===== config.mk =====
export PLATFORM = sky130hd
export DESIGN_NAME = flash_sequencer
export DESIGN_NICKNAME = d
export VERILOG_FILES = /design/src/include/flash_seq_pkg.sv /design/src/include/latch_bus_if.sv /design/src/verilog/write_latch_bank.sv /design/src/verilog/flash_sequencer.sv
export VERILOG_INCLUDE_DIRS = /design/src /design/src/include
export SDC_FILE = /design/constraint.sdc
export NUM_CORES = 1
export LEC_CHECK = 0
export ABC_AREA = 1
export BUFFER_PORTS_ARGS = -buffer_cell sky130_fd_sc_hd__clkbuf_2
export CORE_ASPECT_RATIO = 1.5
export CORE_UTILIZATION = 60
export DETAILED_ROUTE_END_ITERATION = 7
export GPL_TIMING_DRIVEN = 0
export PLACE_DENSITY = 0.81
export SLEW_MARGIN = 20
export SYNTH_ARGS = -nofsm -noshare
export SYNTH_HDL_FRONTEND = slang
export SYNTH_HIERARCHICAL = 1
export SYNTH_SLANG_ARGS = --single-unit

===== constraint.sdc =====
create_clock -name mclk_in -period 2.98 [get_ports mclk_in]
set_clock_uncertainty 0.2 [all_clocks]
set_input_delay 0.149 -clock mclk_in [delete_from_list [all_inputs] [get_ports mclk_in]]
set_output_delay 0.149 -clock mclk_in [all_outputs]
set_load 0.01 [all_outputs]

===== src/include/flash_seq_consts.svh =====
/*
  Constants of the program flash self-programming sequencer: register
  offsets, control bit positions, reset values, unlock keys and timing.
  Assumes it is included by bare name; holds definitions only.
*/
`ifndef FLASH_SEQ_CONSTS_SVH
`define FLASH_SEQ_CONSTS_SVH

`define REG_ADDR_LOW      3'h0
`define REG_ADDR_HIGH     3'h1
`define REG_DATA_LOW      3'h2
`define REG_DATA_HIGH     3'h3
`define REG_NVM_CONTROL   3'h4
`define REG_NVM_UNLOCK    3'h5

`define CTL_START         0
`define CTL_WRITE_ENABLE_BIT          2
`define CTL_ERASE         4
`define CTL_LOAD_LATCHES_ONLY          5
`define CTL_CONFIG_SPACE_SELECT          6
`define CTL_PGD           7
`define CTL_RESET         8'h00

`define UNLOCK_KEY1       8'h55
`define UNLOCK_KEY2       8'hAA

`define LATCH_COUNT       32
`define LATCH_IDX_W       5
`define WORD_W            14
`define LATCH_ERASED      14'h3FFF
`define LAST_LATCH        5'h1F

`define CLK_FREQ_MHZ      100
`define SETUP_CYCLES      2
`define ERASE_TIME_US     2000
`define PROG_TIME_US      2000

`endif


===== src/include/flash_seq_pkg.sv =====
/*
  Types of the program flash sequencer.
  Assumes nothing beyond a SystemVerilog compiler.
*/
package flash_seq_pkg;

  typedef enum logic [2:0] {
    st_idle,
    st_setup,
    st_erase,
    st_push,
    st_prog
  } seq_state_t;

  typedef enum logic [1:0] {
    ulk_idle,
    ulk_key1,
    ulk_armed
  } unlock_state_t;

endpackage


===== src/include/latch_bus_if.sv =====
/*
  Carrier between the sequencer and its write latch bank.
  Assumes both ends run on the same clock.
*/
`timescale 1ns/1ns
`include "flash_seq_consts.svh"

interface latch_bus_if;
  logic                      load;
  logic [`LATCH_IDX_W-1:0]   load_idx;
  logic [`WORD_W-1:0]        load_data;
  logic                      clear_all;
  logic [`LATCH_IDX_W-1:0]   rd_idx;
  logic [`WORD_W-1:0]        rd_data;

  modport seq (
    output load, load_idx, load_data, clear_all, rd_idx,
    input  rd_data
  );
  modport bank (
    input  load, load_idx, load_data, clear_all, rd_idx,
    output rd_data
  );
endinterface


===== src/verilog/write_latch_bank.sv =====
/*
  Block of flash write latches in flip-flops, indexed by the low address.
  Assumes the sequencer drives at most one of load or clear per cycle.
*/
`timescale 1ns/1ns
`include "flash_seq_consts.svh"

module write_latch_bank
  import flash_seq_pkg::*;
(
  // Clock, reset, enable
  input  wire logic  mclk_in,
  input  wire logic  rstn_in,
  input  wire logic  ce_in,
  // Sequencer side
  latch_bus_if.bank  lb
);

  logic [`WORD_W-1:0] latch_reg  [`LATCH_COUNT];
  logic [`WORD_W-1:0] latch_next [`LATCH_COUNT];

  always_comb begin
    for (int i = 0; i < `LATCH_COUNT; i++) begin
      latch_next[i] = latch_reg[i];
      if (lb.clear_all) begin
        latch_next[i] = `LATCH_ERASED;
      end else if (lb.load && lb.load_idx == `LATCH_IDX_W'(i)) begin
        latch_next[i] = lb.load_data;
      end
    end
  end

  always_ff @(posedge mclk_in or negedge rstn_in) begin
    if (!rstn_in) begin
      for (int i = 0; i < `LATCH_COUNT; i++) begin
        latch_reg[i] <= `LATCH_ERASED;
      end
    end else if (ce_in) begin
      for (int i = 0; i < `LATCH_COUNT; i++) begin
        latch_reg[i] <= latch_next[i];
      end
    end
  end

  assign lb.rd_data = latch_reg[lb.rd_idx];

endmodule // write_latch_bank


===== src/verilog/flash_sequencer.sv =====
/*
  Program flash self-programming sequencer: unlock check, row erase,
  latch loads and block programming, with a core stall output.
  Assumes the register port is driven by the core on the same clock and
  that the flash array outside takes one word per flash_word_wr_out pulse.
*/
`timescale 1ns/1ns
`include "flash_seq_consts.svh"

module flash_sequencer
  import flash_seq_pkg::*;
#(
  parameter int unsigned ERASE_CYCLES = `ERASE_TIME_US * `CLK_FREQ_MHZ,
  parameter int unsigned PROG_CYCLES  = `PROG_TIME_US * `CLK_FREQ_MHZ
) (
  // Clock, reset, enable
  input  wire logic        mclk_in,
  input  wire logic        rstn_in,
  input  wire logic        ce_in,
  // Register port
  input  wire logic [2:0]  reg_addr_in,
  input  wire logic [7:0]  reg_wdata_in,
  input  wire logic        reg_wr_in,
  input  wire logic        reg_rd_in,
  output logic      [7:0]  reg_rdata_out,
  // Core control
  output logic             core_stall_out,
  // Flash array
  output logic      [14:0] flash_addr_out,
  output logic      [13:0] flash_data_out,
  output logic             flash_word_wr_out,
  output logic             flash_row_erase_out,
  output logic             flash_prog_out
);

  localparam logic [17:0] SETUP_LOAD = 18'(`SETUP_CYCLES - 1);
  localparam logic [17:0] ERASE_LOAD = 18'(ERASE_CYCLES - 1);
  localparam logic [17:0] PROG_LOAD  = 18'(PROG_CYCLES - 1);

  latch_bus_if lb ();

  write_latch_bank u_bank (
    .mclk_in (mclk_in),
    .rstn_in (rstn_in),
    .ce_in   (ce_in),
    .lb      (lb.bank)
  );

  seq_state_t                state_reg,   state_next;
  unlock_state_t             unlock_reg,  unlock_next;
  logic [7:0]                addr_low_reg,  addr_low_next;
  logic [6:0]                addr_high_reg, addr_high_next;
  logic [7:0]                data_low_reg,  data_low_next;
  logic [5:0]                data_high_reg, data_high_next;
  logic [7:0]                ctrl_reg,    ctrl_next;
  logic [17:0]               cnt_reg,     cnt_next;
  logic [`LATCH_IDX_W-1:0]   push_idx_reg, push_idx_next;
  logic [7:0]                rdata_reg,   rdata_next;
  logic                      stall_reg,   stall_next;
  logic [14:0]               faddr_reg,   faddr_next;
  logic [13:0]               fdata_reg,   fdata_next;
  logic                      fwr_reg,     fwr_next;
  logic                      ferase_reg,  ferase_next;
  logic                      fprog_reg,   fprog_next;
  logic                      start;
  logic                      ctrl_wr;

  assign ctrl_wr = reg_wr_in && reg_addr_in == `REG_NVM_CONTROL;

  // Start needs the armed unlock, enable, program space and not config
  assign start = (state_reg == st_idle) && ctrl_wr
                 && reg_wdata_in[`CTL_START]
                 && reg_wdata_in[`CTL_WRITE_ENABLE_BIT]
                 && reg_wdata_in[`CTL_PGD]
                 && !reg_wdata_in[`CTL_CONFIG_SPACE_SELECT]
                 && unlock_reg == ulk_armed;

  always_comb begin
    state_next     = state_reg;
    unlock_next    = unlock_reg;
    addr_low_next  = addr_low_reg;
    addr_high_next = addr_high_reg;
    data_low_next  = data_low_reg;
    data_high_next = data_high_reg;
    ctrl_next      = ctrl_reg;
    cnt_next       = cnt_reg;
    push_idx_next  = push_idx_reg;
    rdata_next     = 8'h00;
    stall_next     = stall_reg;
    faddr_next     = faddr_reg;
    fdata_next     = fdata_reg;
    fwr_next       = 1'b0;
    ferase_next    = ferase_reg;
    fprog_next     = fprog_reg;
    lb.load        = 1'b0;
    lb.load_idx    = addr_low_reg[`LATCH_IDX_W-1:0];
    lb.load_data   = {data_high_reg, data_low_reg};
    lb.clear_all   = 1'b0;
    lb.rd_idx      = push_idx_reg;

    if (reg_rd_in) begin
      unique case (reg_addr_in)
        `REG_ADDR_LOW:    rdata_next = addr_low_reg;
        `REG_ADDR_HIGH:   rdata_next = {1'b0, addr_high_reg};
        `REG_DATA_LOW:    rdata_next = data_low_reg;
        `REG_DATA_HIGH:   rdata_next = {2'b00, data_high_reg};
        `REG_NVM_CONTROL: rdata_next = ctrl_reg;
        default:          rdata_next = 8'h00;
      endcase
    end

    // Any write other than the next key breaks the unlock
    if (reg_wr_in) begin
      unlock_next = ulk_idle;
      if (reg_addr_in == `REG_NVM_UNLOCK) begin
        if (reg_wdata_in == `UNLOCK_KEY1) begin
          unlock_next = ulk_key1;
        end else if (reg_wdata_in == `UNLOCK_KEY2
                     && unlock_reg == ulk_key1) begin
          unlock_next = ulk_armed;
        end
      end
    end

    // Address, data and control writes are dropped while an operation is in flight; unlock keys still count
    if (reg_wr_in && state_reg == st_idle) begin
      unique case (reg_addr_in)
        `REG_ADDR_LOW:    addr_low_next  = reg_wdata_in;
        `REG_ADDR_HIGH:   addr_high_next = reg_wdata_in[6:0];
        `REG_DATA_LOW:    data_low_next  = reg_wdata_in;
        `REG_DATA_HIGH:   data_high_next = reg_wdata_in[5:0];
        `REG_NVM_CONTROL: begin
          ctrl_next = reg_wdata_in;
          ctrl_next[`CTL_START] = start;
          ctrl_next[1] = 1'b0;
          ctrl_next[3] = 1'b0;
        end
        default: ;
      endcase
    end

    unique case (state_reg)
      st_idle: begin
        if (start) begin
          state_next = st_setup;
          cnt_next   = SETUP_LOAD;
          if (!reg_wdata_in[`CTL_ERASE]) begin
            lb.load = 1'b1;
          end
        end
      end
      st_setup: begin
        cnt_next = cnt_reg - 18'h00001;
        if (cnt_reg == 18'h00000) begin
          if (ctrl_reg[`CTL_ERASE]) begin
            // Whole row only: low index bits forced to zero
            state_next  = st_erase;
            cnt_next    = ERASE_LOAD;
            faddr_next  = {addr_high_reg, addr_low_reg[7:5], 5'h00};
            ferase_next = 1'b1;
            stall_next  = 1'b1;
          end else if (ctrl_reg[`CTL_LOAD_LATCHES_ONLY]) begin
            state_next = st_idle;
            ctrl_next[`CTL_START] = 1'b0;
          end else begin
            state_next    = st_push;
            push_idx_next = '0;
            stall_next    = 1'b1;
          end
        end
      end
      st_erase: begin
        cnt_next = cnt_reg - 18'h00001;
        if (cnt_reg == 18'h00000) begin
          state_next  = st_idle;
          ferase_next = 1'b0;
          stall_next  = 1'b0;
          ctrl_next[`CTL_ERASE] = 1'b0;
          ctrl_next[`CTL_START] = 1'b0;
        end
      end
      st_push: begin
        // Every latch goes out, loaded or not, inside one aligned block
        faddr_next = {addr_high_reg, addr_low_reg[7:5], push_idx_reg};
        fdata_next    = lb.rd_data;
        fwr_next      = 1'b1;
        push_idx_next = push_idx_reg + 5'h01;
        if (push_idx_reg == `LAST_LATCH) begin
          state_next = st_prog;
          cnt_next   = PROG_LOAD;
          fprog_next = 1'b1;
        end
      end
      st_prog: begin
        cnt_next = cnt_reg - 18'h00001;
        if (cnt_reg == 18'h00000) begin
          state_next   = st_idle;
          fprog_next   = 1'b0;
          stall_next   = 1'b0;
          lb.clear_all = 1'b1;
          ctrl_next[`CTL_START] = 1'b0;
        end
      end
    endcase
  end

  always_ff @(posedge mclk_in or negedge rstn_in) begin
    if (!rstn_in) begin
      state_reg     <= st_idle;
      unlock_reg    <= ulk_idle;
      addr_low_reg  <= 8'h00;
      addr_high_reg <= 7'h00;
      data_low_reg  <= 8'h00;
      data_high_reg <= 6'h00;
      ctrl_reg      <= `CTL_RESET;
      cnt_reg       <= 18'h00000;
      push_idx_reg  <= 5'h00;
      rdata_reg     <= 8'h00;
      stall_reg     <= 1'b0;
      faddr_reg     <= 15'h0000;
      fdata_reg     <= 14'h0000;
      fwr_reg       <= 1'b0;
      ferase_reg    <= 1'b0;
      fprog_reg     <= 1'b0;
    end else if (ce_in) begin
      state_reg     <= state_next;
      unlock_reg    <= unlock_next;
      addr_low_reg  <= addr_low_next;
      addr_high_reg <= addr_high_next;
      data_low_reg  <= data_low_next;
      data_high_reg <= data_high_next;
      ctrl_reg      <= ctrl_next;
      cnt_reg       <= cnt_next;
      push_idx_reg  <= push_idx_next;
      rdata_reg     <= rdata_next;
      stall_reg     <= stall_next;
      faddr_reg     <= faddr_next;
      fdata_reg     <= fdata_next;
      fwr_reg       <= fwr_next;
      ferase_reg    <= ferase_next;
      fprog_reg     <= fprog_next;
    end
  end

  assign reg_rdata_out       = rdata_reg;
  assign core_stall_out      = stall_reg;
  assign flash_addr_out      = faddr_reg;
  assign flash_data_out      = fdata_reg;
  assign flash_word_wr_out   = fwr_reg;
  assign flash_row_erase_out = ferase_reg;
  assign flash_prog_out      = fprog_reg;

endmodule // flash_sequencer


After elaboration in Yosys (flattened, before gate mapping):

Cells that the tools add are included.

* bits in registers: 552
* input bits: 16
* output and inout port bits: 41

* add/sub/neg operators: 2
* order comparisons: 1
* eq/ne operators: 55
* multiplexer cells: 116
* bitwise gates (word level): 1
* reductions and logical operators: 129

Operator list (count)
* two-way mux 14 bit: 66
* equality test 5 bit (second input constant): 17
* two-way mux 18 bit: 4
* case mux 18 bit (4 select lines): 1
* nonzero test 2 bit: 36
* binary-select mux 14 bit (select 5 bit): 1
* AND reduction 2 bit: 34
* logical AND 1 bit: 41
* equality test 5 x 4 -> 1 bit (second input constant): 8
* case mux 8 bit (5 select lines): 1
* two-way mux 15 bit: 2
* case mux 15 bit (2 select lines): 1
* two-way mux 5 bit: 5
* equality test 5 x 3 -> 1 bit (second input constant): 4
* AND reduction 5 bit: 4
* two-way mux 1 bit: 19
* logical NOT 18 bit: 1
* AND reduction 3 bit: 6
* subtractor 18 x 1 -> 18 bit (second input constant): 1
* != test 2 bit (second input constant): 8
* equality test 3 x 2 -> 1 bit (second input constant): 4
* two-way mux 3 bit: 4
* case mux 3 bit (4 select lines): 1
* equality test 5 x 2 -> 1 bit (second input constant): 2
* 21 further kinds: 33

Logic depth before layout (Yosys ltp):

* depth after elaboration: 14
* mapped depth: 14
* gate-level depth less buffers: 11

Hierarchy:

Netlist, hierarchy kept.

By module, submodules not included
* write_latch_bank: times used 1, cells each 2636, area each 21705.8 um^2
* flash_sequencer: times used 1, cells each 639, area each 5178.7 um^2

Worst setup path before layout:

OpenSTA, ideal clock, no wires.

* path kind: reg2reg
* start: reg cnt_reg[0]
* end: reg u_bank/latch_reg[23] in the netlist's numbering
* library setup time: 0.090 ns
* arrival: 2.279 ns
* slack: 0.411 ns
* stages on the path, launching flop included: 15
* cell sequence: dfrtp_1 inv_1 ha_1 nand2_2 nor2_4 nand3_2 nor2_1 buf_6 inv_4 buf_6 o21ai_2 nand2_2 buf_4 nand2_1 o21ai_1

* cells in the longest elaborated chain, start to end: 5
* elaborated cells between the ends (all ways): 6

Ends and longest elaborated chain
* from (decl): RTL line flash_sequencer.sv:56 `logic [17:0] cnt_reg, cnt_next;`
* from (signal assigned): RTL line flash_sequencer.sv:233 `cnt_reg <= cnt_next;`
* logical NOT 18 bit (*): RTL line flash_sequencer.sv:196 `if (cnt_reg == 18'h00000) begin`
* two-way mux 1 bit (*): RTL line flash_sequencer.sv:196
* two-way mux 1 bit (*): RTL line flash_sequencer.sv:142 `unique case (state_reg)`
* net lb.clear_all: RTL line latch_bus_if.sv:12 `logic clear_all;`
* nonzero test 2 bit (no source line)
* AND reduction 2 bit (no source line)
* to (signal, indexed assignment): RTL line write_latch_bank.sv:36 `` latch_reg[i] <= `LATCH_ERASED; ``
* to (signal, indexed assignment): RTL line write_latch_bank.sv:40 `latch_reg[i] <= latch_next[i];`
* to (decl): RTL line write_latch_bank.sv:19 `` logic [`WORD_W-1:0] latch_reg [`LATCH_COUNT]; ``

Mark *: on every way through the listed nets, which the timed path passes. The rest lies on a longest branch.
A chain may end at the register's enable or synchronous reset.

Worst setup path after layout:

* start: reg push_idx_reg[2] (netlist: lb.rd_idx[2])
* end: reg fdata_reg[3] (netlist: flash_data_out[3])

* cells in the longest elaborated chain, start to end: 4

Ends and longest elaborated chain
* from (decl): RTL line flash_sequencer.sv:57 `` logic [`LATCH_IDX_W-1:0] push_idx_reg, push_idx_next; ``
* from (signal assigned): RTL line flash_sequencer.sv:234 `push_idx_reg <= push_idx_next;`
* NOT 5 -> 6 bit (not written as such): RTL line write_latch_bank.sv:45 `assign lb.rd_data = latch_reg[lb.rd_idx];`
* binary-select mux 14 bit (select 5 bit): RTL line write_latch_bank.sv:45
* two-way mux 14 bit (not written as such) (2 in a row): RTL line write_latch_bank.sv:45
* net lb.rd_data[3]: RTL line latch_bus_if.sv:14 `` logic [`WORD_W-1:0] rd_data; ``
* to (signal assigned): RTL line flash_sequencer.sv:238 `fdata_reg <= fdata_next;`
* to (decl): RTL line flash_sequencer.sv:61 `logic [13:0] fdata_reg, fdata_next;`

The timed path passes the listed nets, and every way through them passes these cells. The select of a mux whose other input is x is not followed.

==> flow_summary.yaml <==
min_path:
  hold_class: "in2reg"
  min_from: "reg_addr_in[0]"
critical_path:
  cp_max_fo: 10
  end_kind: "register"
  arrival_ns: 3.35
  worstSetupPathType: "reg2reg"
  crit_family: "buffers and inverters"
  start_kind: "register"
  crit_chain: "inv_1 -> buf_2 -> buf_1 -> nand3_1 -> nand2_1 -> nand2_1 -> nand2_1 -> nand2_1 -> nand2_1 -> nand2_1 -> nand2_1"
  startpoint: "lb.rd_idx[2]"
  crit_top_cell: "nand2_1"
  r2r_start: "lb.rd_idx[2]"
  required_ns: 3.29
  timing.critical_path.slowest_stage_cell: "buf_1"
  crit_buf_inv: 3
  slowest_delay_ns: 0.76
finish:
  largest_register_ff_count: 448
  nets: 3447
  multi_input_area_um2: 11030
  drive_gt1_share_pct: 25.87
  regArea_um2: 14370
  fillers: 3504
  final_cells: 4044
  fin_area_um2: 30340
  syn_to_final_growth_pct: 12.86
  diodes: 0
yosys:
  yosysMostFrequentCell: "nand2_1"
  yosys_warnings: 6
  synth_fp_nets: 3294
  avgSynthCellArea_um2: 8.209
  yosys.area.top_type_share_pct: 43.78
  synth_area_leader_cell: "dfstp_2"
  yosysSeqAreaShare_pct: 53.46
  synth.area.top_cells: "dfstp_2 44%, nand2_1 19%, dfrtp_1 9.7%, o21ai_1 8.2%, nand3_1 7.0%"
  synth_common_cells: "1,355 x nand2_1, 448 x dfstp_2, 443 x o21ai_1"
  async_flop_share_pct: 100.0
  synth-main-ff-cell: "dfstp_2"
  netlist_area_um2: 26880
  yosys_register_bits: 552
  synth_edf_count: 0
  yosysUniqueCellTypes: 43
  netlist_instances: 3275
sta:
  grt_setup_unrepaired: "true"
  period_share_pct: 102.0
  final.min_clock_period_ns: 3.041
  setup_tns_ns: -0.06086
  whs_ns: 0.1124
  setup_viol: 1
  tightestPinTransition_ns: 1.139
  relSlewSlack_pct: 24.06
  hold_viol: 0
  timing.fmax_mhz: 328.9
  worst_slack_ns: -0.06086
  slew_viol_final: 0
clock_tree:
  cts_tree: "built"
  cts-htree-levels: 2
  ctsLongestPathBuffers: 3
  cts_buffers: 51
  clock_latency_ns: 0.59
  clock-sinks: 552
  cts_root_buffer: "clkbuf_16"
  clk_pin_slew_ns: 0.06
placed_design:
  dp_cells: 3913
  dpl.hpwl_mm: 66.08
  placed_area_um2: 28060
  globalplace.congestion: 1.072
  portBuffers: 56
route:
  via_per_inst: 6.193
  drtAntennaViolNets: 0
  drt_wl_total_mm: 95.11
  first_pass_iters: 6
  wl_per_cell_um: 23.52
  drcViolationCount: 0
  drt_iter0_drc: 3385
  vias: 25040
job:
  cap_violations: 0
status:
  violations: "setup timing"
  status: "finished, violations left"
die:
  start_util_pct: 61.12
  dieArea_um2: 45680
  rows: 94
  io_pins: 57
  core-area_um2: 43990
  die_w_um: 174.8
  fp.dieH_um: 261.3
global_routing:
  grt_pass1_vias: 24610
  grt_antenna_before_repair: 0
  grt_max_degree: 103
  grt_pass1_wl_mm: 143.7
  track_usage_pct: 42.23
  grt-ovfl-total: 0
power_and_ir_drop:
  cellPowerDensity_nw_per_um2: 602.7
  worst_ir_drop_vdd_uv: 552.9
  p_total_w: 0.01829
  p_leak_nw: 14.38
timing repair:
action,in CTS,in global routing
buffers inserted,1,5
hold endpoints to repair,108,0
hold buffers,32,0
resized for setup,8,30
gates cloned,0,0
setup endpoints to repair,424,433
pin swaps,0,2
cell type report:
class	count	share of cell area (%)
Sequential cell	552	47.37
Multi-Input combinational cell	2439	36.35
Clock buffer	77	4.998
Buffer	223	4.396
Timing Repair Buffer	100	2.701
Tap cell	576	2.375
Clock inverter	16	1.014
Inverter	61	0.7959
cell usage in the layout, fill, tap and decap left out, types with 60 or more instances in the layout:
cell / n
dfstp_2: 448
clkbuf_2: 62
o21ai_2: 60
clkbuf_1: 71
o21ai_1: 443
buf_2: 81
nand3_1: 375
nand2_1: 1355
dfrtp_1: 104
worst min-delay path, stage by stage:
cell,delay (ns)
clkbuf_2,0.11
nor2_2,0.06
nand2_2,0.13
o211ai_1,0.10
o21ai_0,0.23
nand2_1,0.08
path summary, 6_finish.rpt:
| path | end | slack, ns | cells past startpoint |
|---|---|---|---|
| setup / recovery | flash_data_out[3] | -0.06 | 11 |
| max in group asynchronous | u_bank/latch_reg[424] | 1.10 | 5 |
| hold / removal | reg_rdata_out[4] | 0.11 | 6 |
| min in group asynchronous | u_bank/latch_reg[64] | 0.12 | 2 |
| setup reg to reg | flash_data_out[3] | -0.06 | 11 |
| hold reg to reg | u_bank/latch_reg[227] | 0.27 | 2 |
report_power, final:
group          switching [W]  total [W]  internal (W)
Sequential          0.000336    0.00851       0.00817
Combinational        0.00198    0.00263      0.000649
Clock                0.00287    0.00715       0.00428
through the flow:
step | worst slack, ns | util [%]
after floorplan | 0.4106 | -
after global placement | -10.07 | 63.39
after detailed placement | -0.2253 | 63.79
after CTS | 0.0008031 | 68.74
after global routing | -0.06274 | 68.98
final | -0.06086 | 68.98
cells by family after synthesis:
logic type | count (synthesis) | synth area share [%]
fa+ha+maj | 3 | 0.1396
buf+inv | 284 | 5.762
simple gates | 1871 | 29.00
compound gates | 556 | 11.34
xor+xnor | 9 | 0.2932
flops | 552 | 53.46
routing by layer:
layer | vias up | GRT usage [%] | wire (µm)
met5 | - | 0 | 0
met1 | 11970 | 49.74 | 33260
met3 | 440 | 7.753 | 8880
li1 | 10970 | - | -
met4 | 0 | 32.22 | 8273
met2 | 1659 | 68.99 | 44700
(Power assumes the default switching activity.)
